**config.mk**
```make
export PLATFORM = sky130hd
export DESIGN_NAME = turn_zone
export DESIGN_NICKNAME = d
export VERILOG_FILES = /design/src/shared/turn_zone_pkg.sv /design/src/hw/wrap_tracker.sv /design/src/hw/turn_zone.sv
export VERILOG_INCLUDE_DIRS = /design/src /design/src/shared
export SDC_FILE = /design/constraint.sdc
export NUM_CORES = 2
export LEC_CHECK = 0
export ABC_AREA = 0
export BUFFER_PORTS_ARGS = -buffer_cell sky130_fd_sc_hd__buf_2
export CORE_MARGIN = 2
export CORE_UTILIZATION = 55
export DETAILED_ROUTE_END_ITERATION = 10
export PLACE_DENSITY = 0.79
export SLEW_MARGIN = 20
export SYNTH_ARGS = -nofsm -noshare
export SYNTH_HDL_FRONTEND = slang
export SYNTH_SLANG_ARGS = --single-unit
```
**constraint.sdc**
```tcl
create_clock -name sys_clk -period 7.2 [get_ports sys_clk]
set_clock_uncertainty 0.2 [all_clocks]
set_input_delay 0.72 -clock sys_clk [delete_from_list [all_inputs] [get_ports sys_clk]]
set_output_delay 0.72 -clock sys_clk [all_outputs]
set_load 0.01 [all_outputs]
```
**src/shared/turn_zone_defines.svh**
```systemverilog
// Register offsets, field positions and reset values for the turn/zone block
`ifndef TURN_ZONE_DEFINES_SVH
`define TURN_ZONE_DEFINES_SVH

// ----------------------------------------------------------------
// Register addresses
// ----------------------------------------------------------------
`define ADDR_GENERAL_SETUP 7'h00
`define ADDR_REFERENCE_SETUP 7'h01
`define ADDR_EVENT_FLAGS 7'h0E
`define ADDR_SOFT_LIMIT_LOW 7'h33
`define ADDR_SOFT_LIMIT_HIGH 7'h34
`define ADDR_LATCH_OR_TURNS 7'h36
`define ADDR_HALF_SPAN 7'h3A
`define ADDR_LIMIT_CTRL 7'h3B

// ----------------------------------------------------------------
// Field positions
// ----------------------------------------------------------------
`define BIT_SHOW_TURNS 0
`define BIT_WRAP_ENABLE 1
`define BIT_ENC_WRAP_ENABLE 0
`define BIT_LIMIT_LOW_EN 0
`define BIT_LIMIT_HIGH_EN 1
`define BIT_EV_LIMIT_LOW 0
`define BIT_EV_LIMIT_HIGH 1
`define BIT_RAMP_POSITIONING 2

// ----------------------------------------------------------------
// Reset values
// ----------------------------------------------------------------
`define RST_WORD 32'h0000_0000

`endif

```
**src/shared/turn_zone_pkg.sv**
```systemverilog
// Types shared by the turn/zone block
`default_nettype none
package turn_zone_pkg;
	typedef enum logic [1:0] {
		DIR_HOLD = 2'b00,
		DIR_UP = 2'b01,
		DIR_DOWN = 2'b11
	} travel_dir_t;
endpackage : turn_zone_pkg
`default_nettype wire

```
**src/hw/wrap_tracker.sv**
```systemverilog
// Wrapping position register with revolution counter
`default_nettype none
module wrap_tracker
	import turn_zone_pkg::*;
#(
	parameter int WIDTH = 32
) (
	input wire logic sys_clk,
	input wire logic sys_rst,
	input wire logic wrap_en,
	input wire logic [WIDTH-1:0] half_span,
	input wire logic step_up,
	input wire logic step_down,
	output logic [WIDTH-1:0] position,
	output logic [WIDTH-1:0] turns
);
	if (WIDTH < 4) begin : g_width_check
		$error("wrap_tracker: WIDTH too small");
	end

	typedef struct packed {
		logic [WIDTH-1:0] pos;
		logic [WIDTH-1:0] turns;
	} st_t;

	st_t s_r;
	st_t s_nxt;
	logic active;
	logic [WIDTH-1:0] top;
	logic [WIDTH-1:0] bottom;

	assign active = wrap_en && (half_span != '0);
	assign top = half_span - WIDTH'(1);
	assign bottom = WIDTH'(0) - half_span;

	always_comb begin
		s_nxt = s_r;
		if (step_up && !step_down) begin
			if (active && s_r.pos == top) begin
				s_nxt.pos = bottom;
				s_nxt.turns = s_r.turns + WIDTH'(1);
			end else begin
				s_nxt.pos = s_r.pos + WIDTH'(1);
			end
		end else if (step_down && !step_up) begin
			if (active && s_r.pos == bottom) begin
				s_nxt.pos = top;
				s_nxt.turns = s_r.turns - WIDTH'(1);
			end else begin
				s_nxt.pos = s_r.pos - WIDTH'(1);
			end
		end
		// Counter is meaningless without wrapping, so it is held at zero
		if (!active) begin
			s_nxt.turns = '0;
		end
	end

	always_ff @(posedge sys_clk) begin
		if (sys_rst) begin
			s_r <= '0;
		end else begin
			s_r <= s_nxt;
		end
	end

	assign position = s_r.pos;
	assign turns = s_r.turns;
endmodule : wrap_tracker
`default_nettype wire

```
**src/hw/turn_zone.sv**
```systemverilog
// Revolution counting and blocking-zone control of a ramp controller
//
// Contract
// - Wrap up adds a turn, down subtracts
// - Address 0x36 returns latched position by default
// - Show-turns bit swaps in revolution count
// - Turn count zero while wrapping inactive
// - Positioning picks direction avoiding the zone
// - Reaching a zone limit starts stop ramp
// - Low below high: inside if either holds
// - Low above high: inside if both hold
// - Reading event flags clears soft-limit events
// - Target outside zone: way avoiding it, resume
// - Encoder wrap bit wraps encoder position
// - Position spans minus span to span minus one
`include "turn_zone_defines.svh"
`default_nettype none
module turn_zone
	import turn_zone_pkg::*;
#(
	parameter int WIDTH = 32
) (
	input wire logic sys_clk,
	input wire logic sys_rst,
	input wire logic reg_wr,
	input wire logic reg_rd,
	input wire logic [6:0] reg_addr,
	input wire logic [31:0] reg_wdata,
	output logic [31:0] reg_rdata,
	input wire logic [2:0] ramp_kind,
	input wire logic [WIDTH-1:0] target_position,
	input wire logic [WIDTH-1:0] latch_value,
	input wire logic enc_up,
	input wire logic enc_down,
	output logic [WIDTH-1:0] actual_position,
	output logic [WIDTH-1:0] encoder_position,
	output logic step_pulse,
	output logic step_dir_up,
	output logic soft_stop
);
	if (WIDTH != 32) begin : g_width_check
		$error("turn_zone: WIDTH must match 32-bit bus");
	end

	// ----------------------------------------------------------------
	// State
	// ----------------------------------------------------------------
	typedef struct packed {
		logic [31:0] general_setup;
		logic [31:0] reference_setup;
		logic [31:0] event_flags;
		logic [31:0] soft_limit_low;
		logic [31:0] soft_limit_high;
		logic [31:0] half_span;
		logic [31:0] limit_ctrl;
		logic [31:0] rdata;
		logic step;
		logic dir_up;
		logic stop;
		logic was_in;
	} st_t;

	st_t s_r;
	st_t s_nxt;
	logic [WIDTH-1:0] pos;
	logic [WIDTH-1:0] turns;
	logic [WIDTH-1:0] enc_pos;
	logic [WIDTH-1:0] enc_turns;
	logic wrap_on;
	logic zone_on;
	logic positioning;
	logic at_zone;
	logic want_up;
	logic want_down;
	travel_dir_t dir;
	logic in_now;

	// Signed inside-zone test on a position
	function automatic logic in_zone(input logic [31:0] p,
			input logic [31:0] lo, input logic [31:0] hi);
		logic below;
		logic above;
		below = $signed(p) <= $signed(lo);
		above = $signed(p) >= $signed(hi);
		if ($signed(lo) < $signed(hi)) begin
			in_zone = below || above;
		end else begin
			in_zone = below && above;
		end
	endfunction : in_zone

	// Upward travel from p to x around the wrapped range; assumes both
	// lie inside that range, as limits and targets must
	function automatic logic [31:0] up_dist(input logic [31:0] x,
			input logic [31:0] p, input logic [31:0] span);
		logic [31:0] diff;
		diff = x - p;
		if (diff[31]) begin
			up_dist = diff + {span[30:0], 1'b0};
		end else begin
			up_dist = diff;
		end
	endfunction : up_dist

	// ----------------------------------------------------------------
	// Position trackers
	// ----------------------------------------------------------------
	wrap_tracker #(.WIDTH(WIDTH)) u_axis (
		.sys_clk(sys_clk),
		.sys_rst(sys_rst),
		.wrap_en(s_r.general_setup[`BIT_WRAP_ENABLE]),
		.half_span(s_r.half_span),
		.step_up(s_r.step && s_r.dir_up),
		.step_down(s_r.step && !s_r.dir_up),
		.position(pos),
		.turns(turns)
	);

	wrap_tracker #(.WIDTH(WIDTH)) u_encoder (
		.sys_clk(sys_clk),
		.sys_rst(sys_rst),
		.wrap_en(s_r.reference_setup[`BIT_ENC_WRAP_ENABLE]),
		.half_span(s_r.half_span),
		.step_up(enc_up),
		.step_down(enc_down),
		.position(enc_pos),
		.turns(enc_turns)
	);

	// ----------------------------------------------------------------
	// Zone and direction decision
	// ----------------------------------------------------------------
	assign wrap_on = s_r.general_setup[`BIT_WRAP_ENABLE] &&
		(s_r.half_span != '0);
	assign zone_on = wrap_on && s_r.limit_ctrl[`BIT_LIMIT_LOW_EN] &&
		s_r.limit_ctrl[`BIT_LIMIT_HIGH_EN];
	assign positioning = ramp_kind[`BIT_RAMP_POSITIONING];
	assign in_now = zone_on &&
		in_zone(pos, s_r.soft_limit_low, s_r.soft_limit_high);
	// Only arriving at a limit is an event, so leaving the zone stays possible
	assign at_zone = in_now && !s_r.was_in;

	always_comb begin
		dir = DIR_HOLD;
		if (!positioning) begin
			dir = DIR_UP;
		end else if (target_position != pos) begin
			if (wrap_on) begin
				// Shortest way around the circle; a tie goes upward
				dir = (up_dist(target_position, pos, s_r.half_span) >
					s_r.half_span) ? DIR_DOWN : DIR_UP;
			end else begin
				dir = ($signed(target_position) > $signed(pos)) ?
					DIR_UP : DIR_DOWN;
			end
			// The zone is the arc from the high limit up to the low one, so
			// the upward path crosses it if it meets the high limit first
			if (zone_on) begin
				if (up_dist(s_r.soft_limit_high, pos, s_r.half_span) <
						up_dist(target_position, pos, s_r.half_span)) begin
					dir = DIR_DOWN;
				end else begin
					dir = DIR_UP;
				end
			end
		end
	end

	assign want_up = dir == DIR_UP;
	assign want_down = dir == DIR_DOWN;

	// ----------------------------------------------------------------
	// Registers and motion
	// ----------------------------------------------------------------
	always_comb begin
		s_nxt = s_r;
		s_nxt.step = 1'b0;
		if (reg_wr) begin
			unique case (reg_addr)
				`ADDR_GENERAL_SETUP: s_nxt.general_setup = reg_wdata;
				`ADDR_REFERENCE_SETUP: s_nxt.reference_setup = reg_wdata;
				`ADDR_SOFT_LIMIT_LOW: s_nxt.soft_limit_low = reg_wdata;
				`ADDR_SOFT_LIMIT_HIGH: s_nxt.soft_limit_high = reg_wdata;
				`ADDR_HALF_SPAN: s_nxt.half_span = reg_wdata;
				`ADDR_LIMIT_CTRL: s_nxt.limit_ctrl = reg_wdata;
				default: ;
			endcase
		end
		if (reg_rd) begin
			unique case (reg_addr)
				`ADDR_GENERAL_SETUP: s_nxt.rdata = s_r.general_setup;
				`ADDR_REFERENCE_SETUP: s_nxt.rdata = s_r.reference_setup;
				`ADDR_EVENT_FLAGS: begin
					s_nxt.rdata = s_r.event_flags;
					s_nxt.event_flags = `RST_WORD;
				end
				`ADDR_SOFT_LIMIT_LOW: s_nxt.rdata = s_r.soft_limit_low;
				`ADDR_SOFT_LIMIT_HIGH: s_nxt.rdata = s_r.soft_limit_high;
				`ADDR_LATCH_OR_TURNS: begin
					if (s_r.general_setup[`BIT_SHOW_TURNS]) begin
						s_nxt.rdata = wrap_on ? turns : `RST_WORD;
					end else begin
						s_nxt.rdata = latch_value;
					end
				end
				`ADDR_HALF_SPAN: s_nxt.rdata = s_r.half_span;
				`ADDR_LIMIT_CTRL: s_nxt.rdata = s_r.limit_ctrl;
				default: s_nxt.rdata = `RST_WORD;
			endcase
		end
		// Reaching a limit sets the event; set wins over a same-cycle clear
		if (at_zone) begin
			s_nxt.stop = 1'b1;
			if (s_r.dir_up) begin
				s_nxt.event_flags[`BIT_EV_LIMIT_HIGH] = 1'b1;
			end else begin
				s_nxt.event_flags[`BIT_EV_LIMIT_LOW] = 1'b1;
			end
		end
		// Motion resumes only once events are cleared and target is outside
		if (s_r.stop && s_nxt.event_flags[1:0] == 2'b00 && positioning &&
				!(zone_on && in_zone(target_position, s_r.soft_limit_low,
				s_r.soft_limit_high))) begin
			s_nxt.stop = 1'b0;
		end
		s_nxt.was_in = in_now;
		// An idle cycle after each step lets the position land first, so no
		// decision is taken on a stale position; halves the top step rate
		if (!s_nxt.stop && !s_r.step && (want_up || want_down)) begin
			s_nxt.step = 1'b1;
			s_nxt.dir_up = want_up;
		end
	end

	always_ff @(posedge sys_clk) begin
		if (sys_rst) begin
			s_r <= '0;
		end else begin
			s_r <= s_nxt;
		end
	end

	assign reg_rdata = s_r.rdata;
	assign actual_position = pos;
	assign encoder_position = enc_pos;
	assign step_pulse = s_r.step;
	assign step_dir_up = s_r.dir_up;
	assign soft_stop = s_r.stop;
endmodule : turn_zone
`default_nettype wire

```
Word-level counts from Yosys, hierarchy flattened
Cells that the tools add are included.
{"block": "word_totals", "inputBits": 112, "output_inout_bits": 99, "romBits": 0, "n_memories": 0, "wordCells": 152, "regBits": 358, "mem_bits_rw": 0, "latch_bits": 0}
{"block": "classes", "eq_ne": 16, "n_lt_le_gt_ge": 8, "div": 0, "mux": 43, "shift": 0, "multipliers": 0, "n_bitwise": 2, "n_reduce_logical": 53, "addsub": 14}
{"operator": "$mux W32", "count": 21}
{"operator": "$mux W64", "count": 4}
{"operator": "$pmux W32 S8", "count": 1}
{"operator": "$sub A32 B1 Y32 const B", "count": 5}
{"operator": "$add A32 B1 Y32 const B", "count": 4}
{"operator": "$eq A32 B32 Y1", "count": 4}
{"operator": "$add A32 B32 Y32", "count": 2}
{"operator": "$ge A32 B32 Y1", "count": 2}
{"operator": "$gt A32 B32 Y1", "count": 2}
{"operator": "$le A32 B32 Y1", "count": 2}
{"operator": "$lt A32 B32 Y1", "count": 2}
{"operator": "$sub A32 B32 Y32", "count": 2}
{"operator": "$eq A7 B6 Y1 const B", "count": 5}
{"operator": "$ne A32 B32 Y1", "count": 1}
{"operator": "$reduce_bool A32 Y1", "count": 1}
{"operator": "$sub A1 B32 Y32 const A", "count": 1}
{"operator": "$logic_and A1 B1 Y1", "count": 24}
{"operator": "$mux W2", "count": 11}
{"operator": "$reduce_and A2 Y1", "count": 6}
{"operator": "$logic_not A1 Y1", "count": 9}
{"operator": "$reduce_bool A2 Y1", "count": 4}
{"operator": "$eq A7 B1 Y1 const B", "count": 1}
{"operator": "$eq A7 B4 Y1 const B", "count": 1}
{"operator": "$logic_not A7 Y1", "count": 1}
{"operator": "other kinds (9)", "count": 20}

Logic depth before layout (Yosys ltp)
{"block": "logic_depth", "depth_word": 16, "mapped_depth": 35, "ltp_nobuf": 34}

Cells and area by module
From an unflattened synthesis, not the netlist that was laid out.
{"block": "hier_totals", "cells_unflattened": 5142, "area_unflattened_um2": 38742.2}
{"module": "turn_zone", "seq_area_each_um2": 4604.4, "cells_each": 3024, "area_per_inst_um2": 22481.6, "instances": 1}
{"module": "wrap_tracker", "seq_area_each_um2": 1281.2, "cells_each": 1059, "area_per_inst_um2": 8130.3, "instances": 2}

Worst setup path after synthesis
No wires, ideal clock.
{"block": "synth_path", "path_type": "reg2reg", "start": "register u_axis.s_r (netlist bit u_axis.position[2])", "end": "register s_r (netlist bit step_dir_up)", "stages_incl_launch_ff": 35, "synth_period_minus_slack_ns": 6.682, "slack_ns": 0.518, "path_buffers": 1, "required_ns": 6.867, "t_arrival_ns": 6.349, "cell_sequence": "dfxtp_1 -> clkbuf_1 -> inv_1 -> ha_1 -> nor2b_1 -> o31a_1 -> o211a_1 -> o21a_1 -> o21ai_0 -> nand2b_1 -> a21o_1 -> a21oi_1 -> xnor2_1 -> ha_1 -> a211oi_1 -> o21ai_0 -> o21ai_0 -> o21ai_0 -> a2111oi_0 -> a211oi_1 -> a21oi_1 -> o21bai_1 -> xor2_1 -> mux2i_1 -> ha_1 -> a21o_1 -> a21o_1 -> a21o_1 -> a21o_1 -> a21oi_1 -> nor2_1 -> a2111oi_0 -> o41ai_1 -> nand3_1 -> a311oi_1"}
{"block": "synth_via", "elab_chain_cells": 15}
{"element": "start, declared", "line": "wrap_tracker.sv:26", "source": "st_t s_r;"}
{"element": "start signal, assigned", "line": "wrap_tracker.sv:63", "source": "s_r <= s_nxt;"}
{"element": "$sub A32 B32 Y32", "line": "turn_zone.sv:97", "source": "diff = x - p;"}
{"element": "$add A32 B32 Y32", "line": "turn_zone.sv:99", "source": "up_dist = diff + {span[30:0], 1'b0};"}
{"element": "$mux W32", "line": "turn_zone.sv:98", "source": "if (diff[31]) begin"}
{"element": "$mux W32", "line": "turn_zone.sv:148", "source": "if (wrap_on) begin"}
{"element": "$mux W32", "line": "turn_zone.sv:147", "source": "end else if (target_position != pos) begin"}
{"element": "$mux W32", "line": "turn_zone.sv:145", "source": "if (!positioning) begin"}
{"element": "$gt A32 B32 Y1", "line": "turn_zone.sv:150", "source": "dir = (up_dist(target_position, pos, s_r.half_span) >"}
{"element": "$mux W2", "line": "turn_zone.sv:151", "source": "s_r.half_span) ? DIR_DOWN : DIR_UP;"}
{"element": "$mux W2", "line": "turn_zone.sv:148"}
{"element": "$mux W2", "line": "turn_zone.sv:158", "source": "if (zone_on) begin"}
{"element": "$mux W2", "line": "turn_zone.sv:147"}
{"element": "$mux W2", "line": "turn_zone.sv:145"}
{"element": "$eq A2 B1 Y1 or $eq A2 B2 Y1 (tied branches)", "line": "turn_zone.sv:169, turn_zone.sv:170"}
{"element": "$logic_or A1 B1 Y1", "line": "turn_zone.sv:229", "source": "if (!s_nxt.stop && !s_r.step && (want_up || want_down)) begin"}
{"element": "$logic_and A1 B1 Y1", "line": "turn_zone.sv:229"}
{"element": "end signal, assigned", "line": "turn_zone.sv:239", "source": "s_r <= s_nxt;"}
{"element": "end, declared", "line": "turn_zone.sv:63", "source": "st_t s_r;"}
Parallel ways exist; a longest one is shown, timed or not. The select of a mux whose other input is x is not followed.
A chain may end at the register's enable or synchronous reset.

Worst setup path in the final report
{"block": "layout_path", "start": "register u_axis.s_r (netlist bit u_axis.position[0])", "end": "register s_r (netlist bit step_dir_up)"}
Same word-level chain as after synthesis.

==> out/summary.txt <==
Worst EP arrival: 7.16 ns
Seq pwr share: 0.267
sw power: 2.88 mW
Crit Path Category: reg2reg
crit path from: u_axis.position[0]
final cycle utilization of the critical path: 0.960
nets: 5179
Die Y-Extent: 254 µm
Initial Util: 0.556
num rows: 91
CP delay by family, top: compound AO/OA/AOI/OAI gates
Max-Cap Viols: 0
minimum clock period: 6.91 ns
max-slew violations: 0
slowest cell on the critical path: dfxtp_2
endpoint type of the worst setup path: flip-flop
cell count after placement: 5472
Worst EP required: 7.45 ns
IO Pins: 211
Seq cells post-synth: 326
Bufs and invs on worst path: 0
Final Setup Violations: 0
cts bufs inserted: 39
Layout Cells excl Fill: 5549
CTS tree: done
Core ar.: 61700 µm²
library cells used by synthesis: 93
final hold slack: 0.224 ns
die area: 64300 µm²
CTS Sinks: 326
peak supply drop: 170 µV
CP endpoint: step_dir_up
share of post-route cells with drive strength above 1: 0.135
chip width: 254 µm
RePlAce Congestion: 1.16
deepest clock path buffer count: 3
RR Endpoint: step_dir_up
area delta synth->final: 11.4%
Power, Total: 7.30 mW
top_reg_cell synth: dfxtp_1
DP HPWL: 115 mm
vias in the first global route: 33.0k
RR Startpoint: u_axis.position[0]
largest net degree at the start of global routing: 106
Port Buffer Count: 208
Routed Antenna Nets: 0
run status: finished clean
WL met2: 57.0 mm
top routing layer in use: met5
WP depth: 33
clock power share: 0.284
Sw Ratio: 0.395
max incr delay on CP: 0.45 ns
Post-synth EDFFs: 0
H-Tree Level Count: 2
DRC Markers: 0
global-route wire length before repair: 213 mm
sequential area share after synthesis: 0.190
Async SR Flop Fraction: 0
R2R depth: 33
WL met3: 22.0 mm
gr ovfl total: 0
DR vias: 36.9k
initial DRC count: 5365
Int Power: 4.42 mW
Worst Hold Class: in2reg
max frequency: 145 MHz
type of origin of the critical path: flip-flop
final hold violation count: 0
pin slew with the least headroom to its limit: 1.28 ns
Worst-path clk slew: 0.06 ns
routed len/inst: 26.6 µm
initial antenna violation count: 15
syn_nets: 5013
Cell Area, Synth: 34300 µm²
syn_area_per_cell: 7.59 µm²
RSZ-0062 raised after global routing: no
1st-pass router iterations: 9
CP dominant cell by count: a21o_1
GRT Total Usage: 0.443
clk_lat worst skew: 0.59 ns
Post-CTS Hold Buffers: 0
Root Buffer: clkbuf_16
R2R Setup Slk: 0.29 ns
P per Cell Area: 191 nW/µm²
Worst slew margin: 0.142
combinational fraction of design power: 0.449
Critical Path Fanout Max: 4
vias per cell: 6.64
cells after synthesis: 4514
WL met1: 58.6 mm
Lkg Pwr: 16.0 nW
DRT Wirelength: 148 mm
Synth warnings: 0
==> power by group through the flow <==
stage / Clock (mW) / Sequential [mW] / Combinational (mW)
after floorplan: 0 / 1.96 / 2.15
after global placement: 0 / 1.98 / 3.08
after detailed placement: 0 / 1.98 / 3.11
after CTS: 2.07 / 1.94 / 3.13
after global routing: 2.14 / 1.95 / 3.52
final: 2.07 / 1.95 / 3.28
==> timing repair <==
action / CTS / global route
gates resized for setup: 0 / 27
hold endpoints to repair: 0 / 0
setup endpoints to repair: 0 / 1
buffers inserted: 0 / 4
==> worst min-delay path: cells and delay by family <==
family          cells  cell delay, ns
simple gates        1            0.06
compound gates      1            0.05
buf+inv             1            0.14
==> routing by layer <==
metal,track usage,vias up
met4,0.244,16
met3,0.138,459
li1,-,16704
met2,0.615,2486
met1,0.604,17185
met5,0,-
==> flip-flops by register name, indices dropped and copies added (netlist names) <==
signal	count
reg_rdata	32
s_r	195
soft_stop	1
step_dir_up	1
step_pulse	1
u_axis.position	32
u_axis.turns	32
u_encoder.position	32
==> worst min path at each step <==
stage	start	endpoint	slack, ns	depth (start not counted)
finish	reg_wdata[11]	s_r[143]	0.22	3
floorplan	s_r[230]	s_r[230]	0.24	2
global placement	s_r[65]	s_r[65]	0.24	2
detailed placement	s_r[208]	s_r[208]	0.25	2
global route	reg_wdata[13]	s_r[145]	0.22	3
CTS	reg_wdata[11]	s_r[143]	0.21	3
==> synth_stat cells (all sizes together) (28+ instances only) <==
cell type,number,share of area
nor2b,93,0.017
a211oi,49,0.011
nor2,257,0.028
xor2,57,0.015
xnor3,49,0.032
o21ai,188,0.027
o22ai,42,0.0077
ha,382,0.14
and3,36,0.0066
a21o,105,0.023
buf,61,0.012
mux2,74,0.024
a221oi,39,0.010
nand3,110,0.016
o211ai,37,0.0081
nand2,620,0.068
o21a,37,0.0081
nor3,115,0.017
mux2i,146,0.043
a21oi,456,0.067
inv,222,0.024
a31oi,62,0.011
nand4,110,0.020
clkbuf,237,0.026
dfxtp,326,0.19
xnor2,180,0.046
nor4,63,0.015
or3,28,0.0051
==> layout by cell type, fill, tap and decap left out, types with 12 or more instances in the layout <==
master,count
a211oi_1,45
a21o_1,105
a21oi_1,454
a221oi_1,39
a311oi_1,18
a31oi_1,60
and2_1,21
and3_1,36
and4_1,19
buf_2,207
buf_4,214
clkbuf_16,39
dfxtp_1,324
ha_1,382
inv_1,220
mux2_2,72
mux2i_1,146
nand2_1,620
nand2b_1,20
nand3_1,107
nand3b_1,12
nand4_1,109
nor2_1,252
nor2b_1,93
nor3_1,112
nor4_1,49
o211ai_1,37
o21a_1,37
o21ai_0,182
o21bai_1,19
o22ai_1,42
o31ai_1,19
or2_2,16
or3_1,28
or4_1,16
xnor2_1,177
xnor3_1,49
xor2_1,57
==> through the flow <==
step	instance area [µm²]	utilization	setup WS (ns)	TNS, ns
2_1_floorplan	34300	-	0.518	0
3_3_place_gp	36700	0.595	-0.197	-0.197
3_5_place_dp	36700	0.595	-0.226	-0.226
4_1_cts	38000	0.616	0.0905	0
5_1_grt	38200	0.619	0.0141	0
6_report	38200	0.619	0.286	0
==> logic make-up (layout without fill, tap and decap cells) <==
logic type,after synthesis,in the layout,synth area share
multiplexers,220,220,0.0669
AND/OR/NAND/NOR,1567,1567,0.223
flip-flops,326,326,0.190
XOR/XNOR,287,287,0.0934
adder cells (fa/ha/maj),389,389,0.143
other,0,7,0
AO/OA/AOI/OAI,1203,1203,0.221
buffers and inverters,522,713,0.0624
==> cell type report <==
cell class                      count  area (µm²)
Multi-Input combinational cell   3666       25800
Timing Repair Buffer              423        2680
Antenna cell                        7        17.5
Clock buffer                       53        1090
Sequential cell                   326        6530
Clock inverter                     13         213
Tap cell                          837        1050
Fill cell                        5609       23500
Inverter                          224         845
Power figures use the tool's default switching activity.
